$ cat src/rtl/fifo_core_pkg.sv
// constants, carrier types and state encodings shared by the buffer core
// assumes one clock for producer and consumer, reset active low and asynchronous
//
// Operation
// - reset returns read and write pointers to the first storage location
// - reset drives full and almost-full flags high, empty and almost-empty low
// - reset clears the output register and loads default flag offsets
// - a write cycle starts on the rising clock; data and enables sampled there
// - full and almost-full flags change only on rising write-clock edges
// - empty and almost-empty flags change only on rising read-clock edges
// - both ports run on the one clk; there are no separate read and write clocks
// - programmable-flag mode: with the load pin high, first write enable alone qualifies a write
// - unqualified write keeps the input register and stores nothing
// - written words go to consecutive locations, independent of reads
// - two-enable mode: both write enables must qualify a write
// - full flag low when full; high again after a valid read
// - writes are ignored while full; nothing is overwritten
// - both read enables low load the next word into the output register
// - either read enable high holds the output register
// - empty flag low when drained; high again after a valid write
// - reads are ignored while empty; pointer and output register hold
// - input and output words are nine bits wide
// - level on second enable/load pin during reset selects the mode; the core samples it on the first edge after reset
// - empty flag asserted whenever read pointer equals write pointer
// - default almost thresholds sit seven words from full and from empty
package fifo_core_pkg;
    localparam int DATA_W = 9;
    localparam int DEPTH_DEFAULT = 64;
    localparam int STAGE_DEPTH = 16;
    localparam int OFF_W = 16;
    localparam int OFF_BYTE_W = 8;
    localparam logic [OFF_W-1:0] OFF_DEFAULT = 16'h0007;

    // configuration picked up on the first edge after reset
    typedef enum logic [1:0] {
        CFG_RESET = 2'b00,
        CFG_PROG = 2'b01,
        CFG_WIDE = 2'b10
    } cfg_t;

    // offset register load order
    typedef enum logic [1:0] {
        LD_EMPTY_LO = 2'b00,
        LD_EMPTY_HI = 2'b01,
        LD_FULL_LO = 2'b10,
        LD_FULL_HI = 2'b11
    } load_step_t;

    typedef struct packed {
        logic full_flag_n;
        logic almost_full_flag_n;
        logic empty_flag_n;
        logic almost_empty_flag_n;
    } flags_t;

    localparam flags_t FLAGS_RESET = '{
        full_flag_n: 1'b1,
        almost_full_flag_n: 1'b1,
        empty_flag_n: 1'b0,
        almost_empty_flag_n: 1'b0
    };
endpackage

$ cat src/rtl/word_ram.sv
// storage array with a registered read port that doubles as the output register
// assumes one clock; writer and reader never hit the same address in one cycle
`timescale 1ns/1ps
`default_nettype none
module word_ram #(
    parameter int WIDTH = 9,
    parameter int DEPTH = 64,
    parameter int AW = 6
) (
    input wire logic clk,
    input wire logic resetn,
    input wire logic ce,
    input wire logic wrEn,
    input wire logic [AW-1:0] wrAddr,
    input wire logic [WIDTH-1:0] wrData,
    input wire logic rdEn,
    input wire logic [AW-1:0] rdAddr,
    output logic [WIDTH-1:0] rdData
);
    typedef struct packed {
        logic [DEPTH-1:0][WIDTH-1:0] mem;
        logic [WIDTH-1:0] rdData;
    } ram_state_t;

    ram_state_t st;
    ram_state_t next_st;

    // write and read both land on the same edge
    always_comb
    begin
        next_st = st;
        if (wrEn)
            next_st.mem[wrAddr] = wrData;
        if (rdEn)
            next_st.rdData = st.mem[rdAddr];
    end

    // read word stays put until the next accepted read
    always_ff @(posedge clk or negedge resetn)
    begin
        if (!resetn)
            st <= '0;
        else if (ce)
            st <= next_st;
    end

    assign rdData = st.rdData;
endmodule // word_ram
`default_nettype wire

$ cat src/rtl/stage_buffer.sv
// small valid/ready buffer between the write port and the storage array
// assumes one clock; the drain side may stall, then inReady falls
`timescale 1ns/1ps
`default_nettype none
module stage_buffer #(
    parameter int WIDTH = 9,
    parameter int DEPTH = 16
) (
    input wire logic clk,
    input wire logic resetn,
    input wire logic ce,
    input wire logic inValid,
    output logic inReady,
    input wire logic [WIDTH-1:0] inData,
    output logic outValid,
    input wire logic outReady,
    output logic [WIDTH-1:0] outData
);
    localparam int AW = $clog2(DEPTH);
    localparam int CW = $clog2(DEPTH + 1);
    localparam logic [CW-1:0] FULL_COUNT = CW'(DEPTH);

    typedef struct packed {
        logic [DEPTH-1:0][WIDTH-1:0] mem;
        logic [AW-1:0] wrPtr;
        logic [AW-1:0] rdPtr;
        logic [CW-1:0] count;
    } stage_state_t;

    stage_state_t st;
    stage_state_t next_st;
    logic push;
    logic pop;

    // flags straight from the count, so full and empty never lie
    assign inReady = st.count != FULL_COUNT;
    assign outValid = st.count != '0;
    assign outData = st.mem[st.rdPtr];
    assign push = inValid && inReady;
    assign pop = outValid && outReady;

    // ring pointers; depth must be a power of two
    always_comb
    begin
        next_st = st;
        if (push)
        begin
            next_st.mem[st.wrPtr] = inData;
            next_st.wrPtr = st.wrPtr + 1'b1;
        end
        if (pop)
            next_st.rdPtr = st.rdPtr + 1'b1;
        if (push && !pop)
            next_st.count = st.count + 1'b1;
        else if (pop && !push)
            next_st.count = st.count - 1'b1;
    end

    always_ff @(posedge clk or negedge resetn)
    begin
        if (!resetn)
            st <= '0;
        else if (ce)
            st <= next_st;
    end
endmodule // stage_buffer
`default_nettype wire

$ cat src/rtl/fifo_core.sv
// buffer core: write port, read port, fill flags and flag offset registers
// assumes producer and consumer run on clk; all inputs are clk-synchronous
`timescale 1ns/1ps
`default_nettype none
module fifo_core #(
    parameter int DEPTH = fifo_core_pkg::DEPTH_DEFAULT,
    parameter int STAGE = fifo_core_pkg::STAGE_DEPTH
) (
    input wire logic clk,
    input wire logic resetn,
    input wire logic ce,
    input wire logic [fifo_core_pkg::DATA_W-1:0] wr_data,
    input wire logic wr_en_a_n,
    input wire logic wr_en_b_or_load,
    output logic wrReady,
    input wire logic rd_en_a_n,
    input wire logic rd_en_b_n,
    output logic [fifo_core_pkg::DATA_W-1:0] rd_data,
    output fifo_core_pkg::flags_t flags
);
    import fifo_core_pkg::*;

    localparam int AW = $clog2(DEPTH);
    localparam int PW = AW + 1;
    localparam logic [PW-1:0] DEPTH_WORDS = PW'(DEPTH);

    typedef struct packed {
        cfg_t cfg;
        load_step_t step;
        logic [PW-1:0] wrPtr;
        logic [PW-1:0] drainPtr;
        logic [PW-1:0] rdPtr;
        logic [PW-1:0] drainCopy;
        logic [PW-1:0] rdCopy;
        logic [OFF_W-1:0] emptyOff;
        logic [OFF_W-1:0] fullOff;
        flags_t flags;
    } core_state_t;

    localparam core_state_t CORE_RESET = '{
        cfg: CFG_RESET,
        step: LD_EMPTY_LO,
        wrPtr: '0,
        drainPtr: '0,
        rdPtr: '0,
        drainCopy: '0,
        rdCopy: '0,
        emptyOff: OFF_DEFAULT,
        fullOff: OFF_DEFAULT,
        flags: FLAGS_RESET
    };

    core_state_t st;
    core_state_t next_st;
    logic writeQual;
    logic offsetLoad;
    logic wrAccept;
    logic rdAccept;
    logic stageValid;
    logic stageReady;
    logic stageOutValid;
    logic stageOutReady;
    logic [DATA_W-1:0] stageOutData;
    logic drain;
    logic [PW-1:0] fillWords;
    logic [PW-1:0] readWords;

    // words between two free-running pointers; wrap is absorbed by the extra bit
    function automatic logic [PW-1:0] words(input logic [PW-1:0] ahead,
                                            input logic [PW-1:0] behind);
        words = ahead - behind;
    endfunction

    // ------------------------------------------------------------------
    // write and read qualification
    // ------------------------------------------------------------------
    // data and enables are all sampled on the same rising edge
    // in either mode a store needs enable one low and the second pin high
    always_comb
    begin
        writeQual = (st.cfg != CFG_RESET) && !wr_en_a_n && wr_en_b_or_load;
        offsetLoad = (st.cfg == CFG_PROG) && !wr_en_a_n && !wr_en_b_or_load;
        stageValid = writeQual && st.flags.full_flag_n;
        wrAccept = stageValid && stageReady;
        rdAccept = (st.cfg != CFG_RESET) && !rd_en_a_n && !rd_en_b_n
            && st.flags.empty_flag_n;
        // reads win the array port; staged words wait a cycle
        stageOutReady = !rdAccept;
        drain = stageOutValid && stageOutReady;
    end

    assign wrReady = stageReady && st.flags.full_flag_n;

    // ------------------------------------------------------------------
    // staging buffer and storage array
    // ------------------------------------------------------------------
    stage_buffer #(
        .WIDTH(DATA_W),
        .DEPTH(STAGE)
    ) u_stage (
        .clk(clk),
        .resetn(resetn),
        .ce(ce),
        .inValid(stageValid),
        .inReady(stageReady),
        .inData(wr_data),
        .outValid(stageOutValid),
        .outReady(stageOutReady),
        .outData(stageOutData)
    );

    // read port register is the output register, cleared by reset
    word_ram #(
        .WIDTH(DATA_W),
        .DEPTH(DEPTH),
        .AW(AW)
    ) u_ram (
        .clk(clk),
        .resetn(resetn),
        .ce(ce),
        .wrEn(drain),
        .wrAddr(st.drainPtr[AW-1:0]),
        .wrData(stageOutData),
        .rdEn(rdAccept),
        .rdAddr(st.rdPtr[AW-1:0]),
        .rdData(rd_data)
    );

    // ------------------------------------------------------------------
    // next state
    // ------------------------------------------------------------------
    // pointers, mode pick-up, offset loading and flags from next values
    always_comb
    begin
        next_st = st;
        unique case (st.cfg)
            CFG_RESET:
                next_st.cfg = wr_en_b_or_load ? CFG_WIDE : CFG_PROG;
            CFG_PROG, CFG_WIDE:
                next_st.cfg = st.cfg;
            default:
                next_st.cfg = CFG_RESET;
        endcase
        if (offsetLoad)
        begin
            unique case (st.step)
                LD_EMPTY_LO:
                begin
                    next_st.emptyOff[OFF_BYTE_W-1:0] = wr_data[OFF_BYTE_W-1:0];
                    next_st.step = LD_EMPTY_HI;
                end
                LD_EMPTY_HI:
                begin
                    next_st.emptyOff[OFF_W-1:OFF_BYTE_W] = wr_data[OFF_BYTE_W-1:0];
                    next_st.step = LD_FULL_LO;
                end
                LD_FULL_LO:
                begin
                    next_st.fullOff[OFF_BYTE_W-1:0] = wr_data[OFF_BYTE_W-1:0];
                    next_st.step = LD_FULL_HI;
                end
                LD_FULL_HI:
                begin
                    next_st.fullOff[OFF_W-1:OFF_BYTE_W] = wr_data[OFF_BYTE_W-1:0];
                    next_st.step = LD_EMPTY_LO;
                end
            endcase
        end
        if (wrAccept)
            next_st.wrPtr = st.wrPtr + 1'b1;
        if (drain)
            next_st.drainPtr = st.drainPtr + 1'b1;
        if (rdAccept)
            next_st.rdPtr = st.rdPtr + 1'b1;
        // registered copies; a lagging copy only makes a flag pessimistic
        next_st.drainCopy = st.drainPtr;
        next_st.rdCopy = st.rdPtr;
        fillWords = words(next_st.wrPtr, next_st.rdCopy);
        readWords = words(next_st.drainCopy, next_st.rdPtr);
        // full side counts staged words too, so the array never overruns
        next_st.flags.full_flag_n = fillWords != DEPTH_WORDS;
        next_st.flags.almost_full_flag_n =
            (int'(fillWords) + int'(next_st.fullOff)) < DEPTH;
        next_st.flags.empty_flag_n = readWords != '0;
        next_st.flags.almost_empty_flag_n =
            int'(readWords) > int'(next_st.emptyOff);
    end

    // ------------------------------------------------------------------
    // state register
    // ------------------------------------------------------------------
    // reset puts pointers at location zero and flags at their idle levels
    always_ff @(posedge clk or negedge resetn)
    begin
        if (!resetn)
            st <= CORE_RESET;
        else if (ce)
            st <= next_st;
    end

    assign flags = st.flags;
endmodule // fifo_core
`default_nettype wire

$ cat config.mk
export PLATFORM = sky130hd
export DESIGN_NAME = fifo_core
export DESIGN_NICKNAME = d
export VERILOG_FILES = /design/src/rtl/fifo_core_pkg.sv /design/src/rtl/word_ram.sv /design/src/rtl/stage_buffer.sv /design/src/rtl/fifo_core.sv
export SDC_FILE = /design/constraint.sdc
export NUM_CORES = 2
export LEC_CHECK = 0
export ABC_CLOCK_PERIOD_IN_PS = 9400
export BUFFER_PORTS_ARGS = -buffer_cell sky130_fd_sc_hd__buf_2
export CORE_MARGIN = 1.5
export CORE_UTILIZATION = 38
export CTS_BUF_LIST = sky130_fd_sc_hd__clkbuf_8
export DETAILED_ROUTE_END_ITERATION = 10
export GPL_ROUTABILITY_DRIVEN = 0
export PLACE_DENSITY_LB_ADDON = 0.1
export SETUP_SLACK_MARGIN = 0.5
export SLEW_MARGIN = 20
export SYNTH_ARGS = -nofsm -noshare
export SYNTH_HDL_FRONTEND = slang
export SYNTH_SLANG_ARGS = --single-unit
$ cat constraint.sdc
create_clock -name clk -period 9.4 [get_ports clk]
set_input_delay 1.41 -clock clk [delete_from_list [all_inputs] [get_ports clk]]
set_output_delay 1.41 -clock clk [all_outputs]
set_load 0.05 [all_outputs]
==> flow_metrics.py <==
metrics = {
    "routing": {
        "drtPass1Iterations": 5,
        "via_count": 21700,
        "remaining_drc_errors": 0,
        "post_drt_wl_per_cell_um": 25.3,
        "avgViaCountPerCell": 5.34,
        "drt-total-wl_um": 103000,
        "drt-initial-drc-count": 1269,
        "ant_nets": 0,
    },
    "yosys": {
        "synth_cells": 2522,
        "syn-num-nets": 2585,
        "synth_top_cell_by_area": "dfrtp_1",
        "synth_seq_cells": 803,
        "avgSynthCellArea_um2": 16.1,
        "ys_seq_area_share_pct": 49.5,
        "synth-warning-count": 0,
        "synth-async-reset-ratio_pct": 100,
        "ys_types": 75,
        "synth_area_leaders": "dfrtp_1, mux2_4, mux4_2, mux2_2, buf_6",
        "syn_area_um2": 40600,
        "synth.most_common_cell": "dfrtp_1",
        "synth-edff-count": 0,
        "ys_top_cells_by_count": "dfrtp_1, mux2_4, mux2_2",
        "synthFlopType": "dfrtp_1",
        "synth_top_area_share_pct": 49.0,
    },
    "die": {
        "die_x_um": 330,
        "dieArea_um2": 109000,
        "rows": 119,
        "die_height_um": 330,
        "ios": 30,
        "start_util_pct": 38.4,
        "core_area_um2": 106000,
    },
    "hold_path": {
        "hold_class": "flip-flop to flip-flop",
    },
    "pwr": {
        "powerDensity_nw_per_um2": 270,
        "power.leakage_nw": 20.9,
        "power.total_mw": 12.1,
        "ir_drop_v": 0.000171,
    },
    "timing": {
        "fmax_mhz": 214,
        "finalCritPeriodShare_pct": 49.7,
        "hold_violations": 0,
        "setup_violations": 0,
        "drv_slew": 0,
        "min_period_ns": 4.67,
        "fin_skew_ns": 0.0365,
        "slew_headroom_pct": 27.5,
        "setup_ws_ns": 4.73,
        "tns_ns": 0,
        "worstMarginPinSlew_ns": 1.09,
        "rsz0062_at_grt": "no",
    },
    "placement": {
        "dpl.hpwl_um": 62300,
        "io_buffers": 29,
        "pre_cts_slack_ns": 3.97,
    },
    "clock_tree": {
        "post_cts_buffers": 0,
        "htree_levels": 4,
        "post_cts_resized": 0,
        "clock_sinks": 803,
        "hold_buffers": 0,
        "clock_latency_ns": 0.82,
        "cts_root_buffer": "clkbuf_8",
        "cts_made_buffers": 147,
        "cts_tree": "yes",
        "clkTransAtPathRegs_ns": 0.06,
        "clock_path_buffers": 3,
    },
    "grt": {
        "grt_pass1_wl_um": 159000,
        "grt_usage_pct": 19.6,
        "grt_pass1_vias": 24400,
        "grt_start_max_net_pins": 160,
        "overflow": 0,
        "antenna_found_initial": 5,
    },
    "final_layout": {
        "syn2layout_area_growth_pct": 9.93,
        "fin_nets": 2623,
        "drive_gt1_share_pct": 48.2,
    },
    "worst_setup_path": {
        "endpoint_kind": "flip-flop",
        "path_cells": "nor4_2, a21boi_1, and3_1, mux2_2, ha_1, nor2b_1, o21ai_0, a21oi_1, o21ai_0, nand2b_1, xnor2_1, inv_1, ha_1, o21ai_0, o21ai_0, o311ai_0, a21oi_1, mux2_2, nand4_1, a21oi_1",
        "critPathSlowestCell": "dfrtp_1",
        "worst-r2r-setup-slack_ns": 4.73,
        "worstSetupPathType": "flip-flop to flip-flop",
        "arrival_ns": 5.39,
        "worstSetupStartpointType": "flip-flop",
        "slowest_delay_ns": 0.44,
        "path_max_fanout": 8,
        "crit_top_cell": "o21ai_0",
        "cp.required_ns": 10.12,
    },
    "outcome": {
        "status": "finished clean",
    },
    "run": {
        "max-cap-violations": 0,
    },
}
[kinds of logic after synthesis]
| family | Yosys count | synth area share (%) |
|---|---|---|
| multiplexers | 978 | 37.1 |
| flip-flops | 803 | 49.5 |
| AND/OR/NAND/NOR | 330 | 5.65 |
| buffers and inverters | 207 | 3.29 |
| AO/OA/AOI/OAI | 105 | 1.75 |
| XOR/XNOR | 52 | 1.12 |
| adder cells (fa/ha/maj) | 47 | 1.50 |
[sequential cells by signal, indices dropped and copies added, names as in the netlist]
signal	cells
u_ram.rdData	9
st	43
next_st	14
u_ram.st	576
u_stage.st	157
flags	4
[per-layer routing]
layer / up-vias / global-route usage (%) / part of all wire, %
met3: 192 / 4.06 / 4.2
met2: 399 / 30.6 / 47
met4: 2 / 6.53 / 2.6
met1: 11700 / 27.1 / 47
met5: - / 0 / 0.017
li1: 9404 / - / -
[per-stage QoR]
step	instance area [µm²]	std cells	hold WS [ns]	utilization, %
6_report	44600	4061	0.484	42.3
5_1_grt	44600	4061	0.501	42.3
4_1_cts	44600	4059	0.489	42.2
3_5_place_dp	41600	3802	0.478	39.4
3_3_place_gp	41600	3802	0.463	39.4
2_1_floorplan	40600	2522	0.440	-
[layout make-up]
type                       count  area (µm²)
fill                        9455       61000
sequential                   803       20100
multi-input combinational   1512       19200
clock buffer                 183        2520
tap                         1391        1740
timing repair buffer          64         475
clock inverter                74         465
inverter                      32         120
antenna                        2        5.00
[worst max-delay path: cells and delay by family, from the launching register on]
kind / cells / cell delay, ns
xor+xnor: 1 / 0.20
simple gates: 5 / 0.97
fa+ha+maj: 2 / 0.56
mux: 2 / 0.70
flops: 1 / 0.44
compound gates: 9 / 1.69
buf+inv: 1 / 0.07
[report_power, final]
group | switching (mW) | internal (mW)
Combinational | 2.26 | 1.75
Clock | 1.50 | 1.88
Sequential | 0.556 | 4.11
[path summary, 6_finish.rpt]
check	start	depth (start not counted)	end
min reg2reg	u_stage.st[143]	1	u_stage.st[143]
min in group asynchronous	resetn	1	u_ram.st[478]
max reg2reg	u_stage.st[0]	20	flags[2]
min	u_stage.st[143]	1	u_stage.st[143]
max	u_stage.st[0]	20	flags[2]
max in group asynchronous	resetn	3	st[71]
[cell usage in the layout, fill, tap and decap left out, types with 5 or more instances in the layout]
cell type	instances
clkinv_2	5
dfstp_2	8
mux2_1	44
a222oi_1	8
clkinvlp_4	6
mux2_4	465
o21ai_1	8
buf_4	29
nand2b_1	9
buf_2	28
nor2_2	11
nor2b_1	5
mux4_2	206
a211oi_1	9
xnor2_1	42
o21ai_0	18
dfrtp_1	792
nand2_2	6
nor2_8	25
clkbuf_8	183
mux2_2	247
nor2_4	21
and2_1	14
mux2i_1	15
a21oi_1	22
nand3_1	10
nor2_1	44
nand3b_1	9
nor3_1	7
nand4_1	13
o22ai_1	9
nor4_1	6
a311o_1	7
inv_1	82
xor2_1	10
nand2_1	112
bufinv_16	5
ha_1	44
Note: power is estimated with default switching activity, not from simulation.
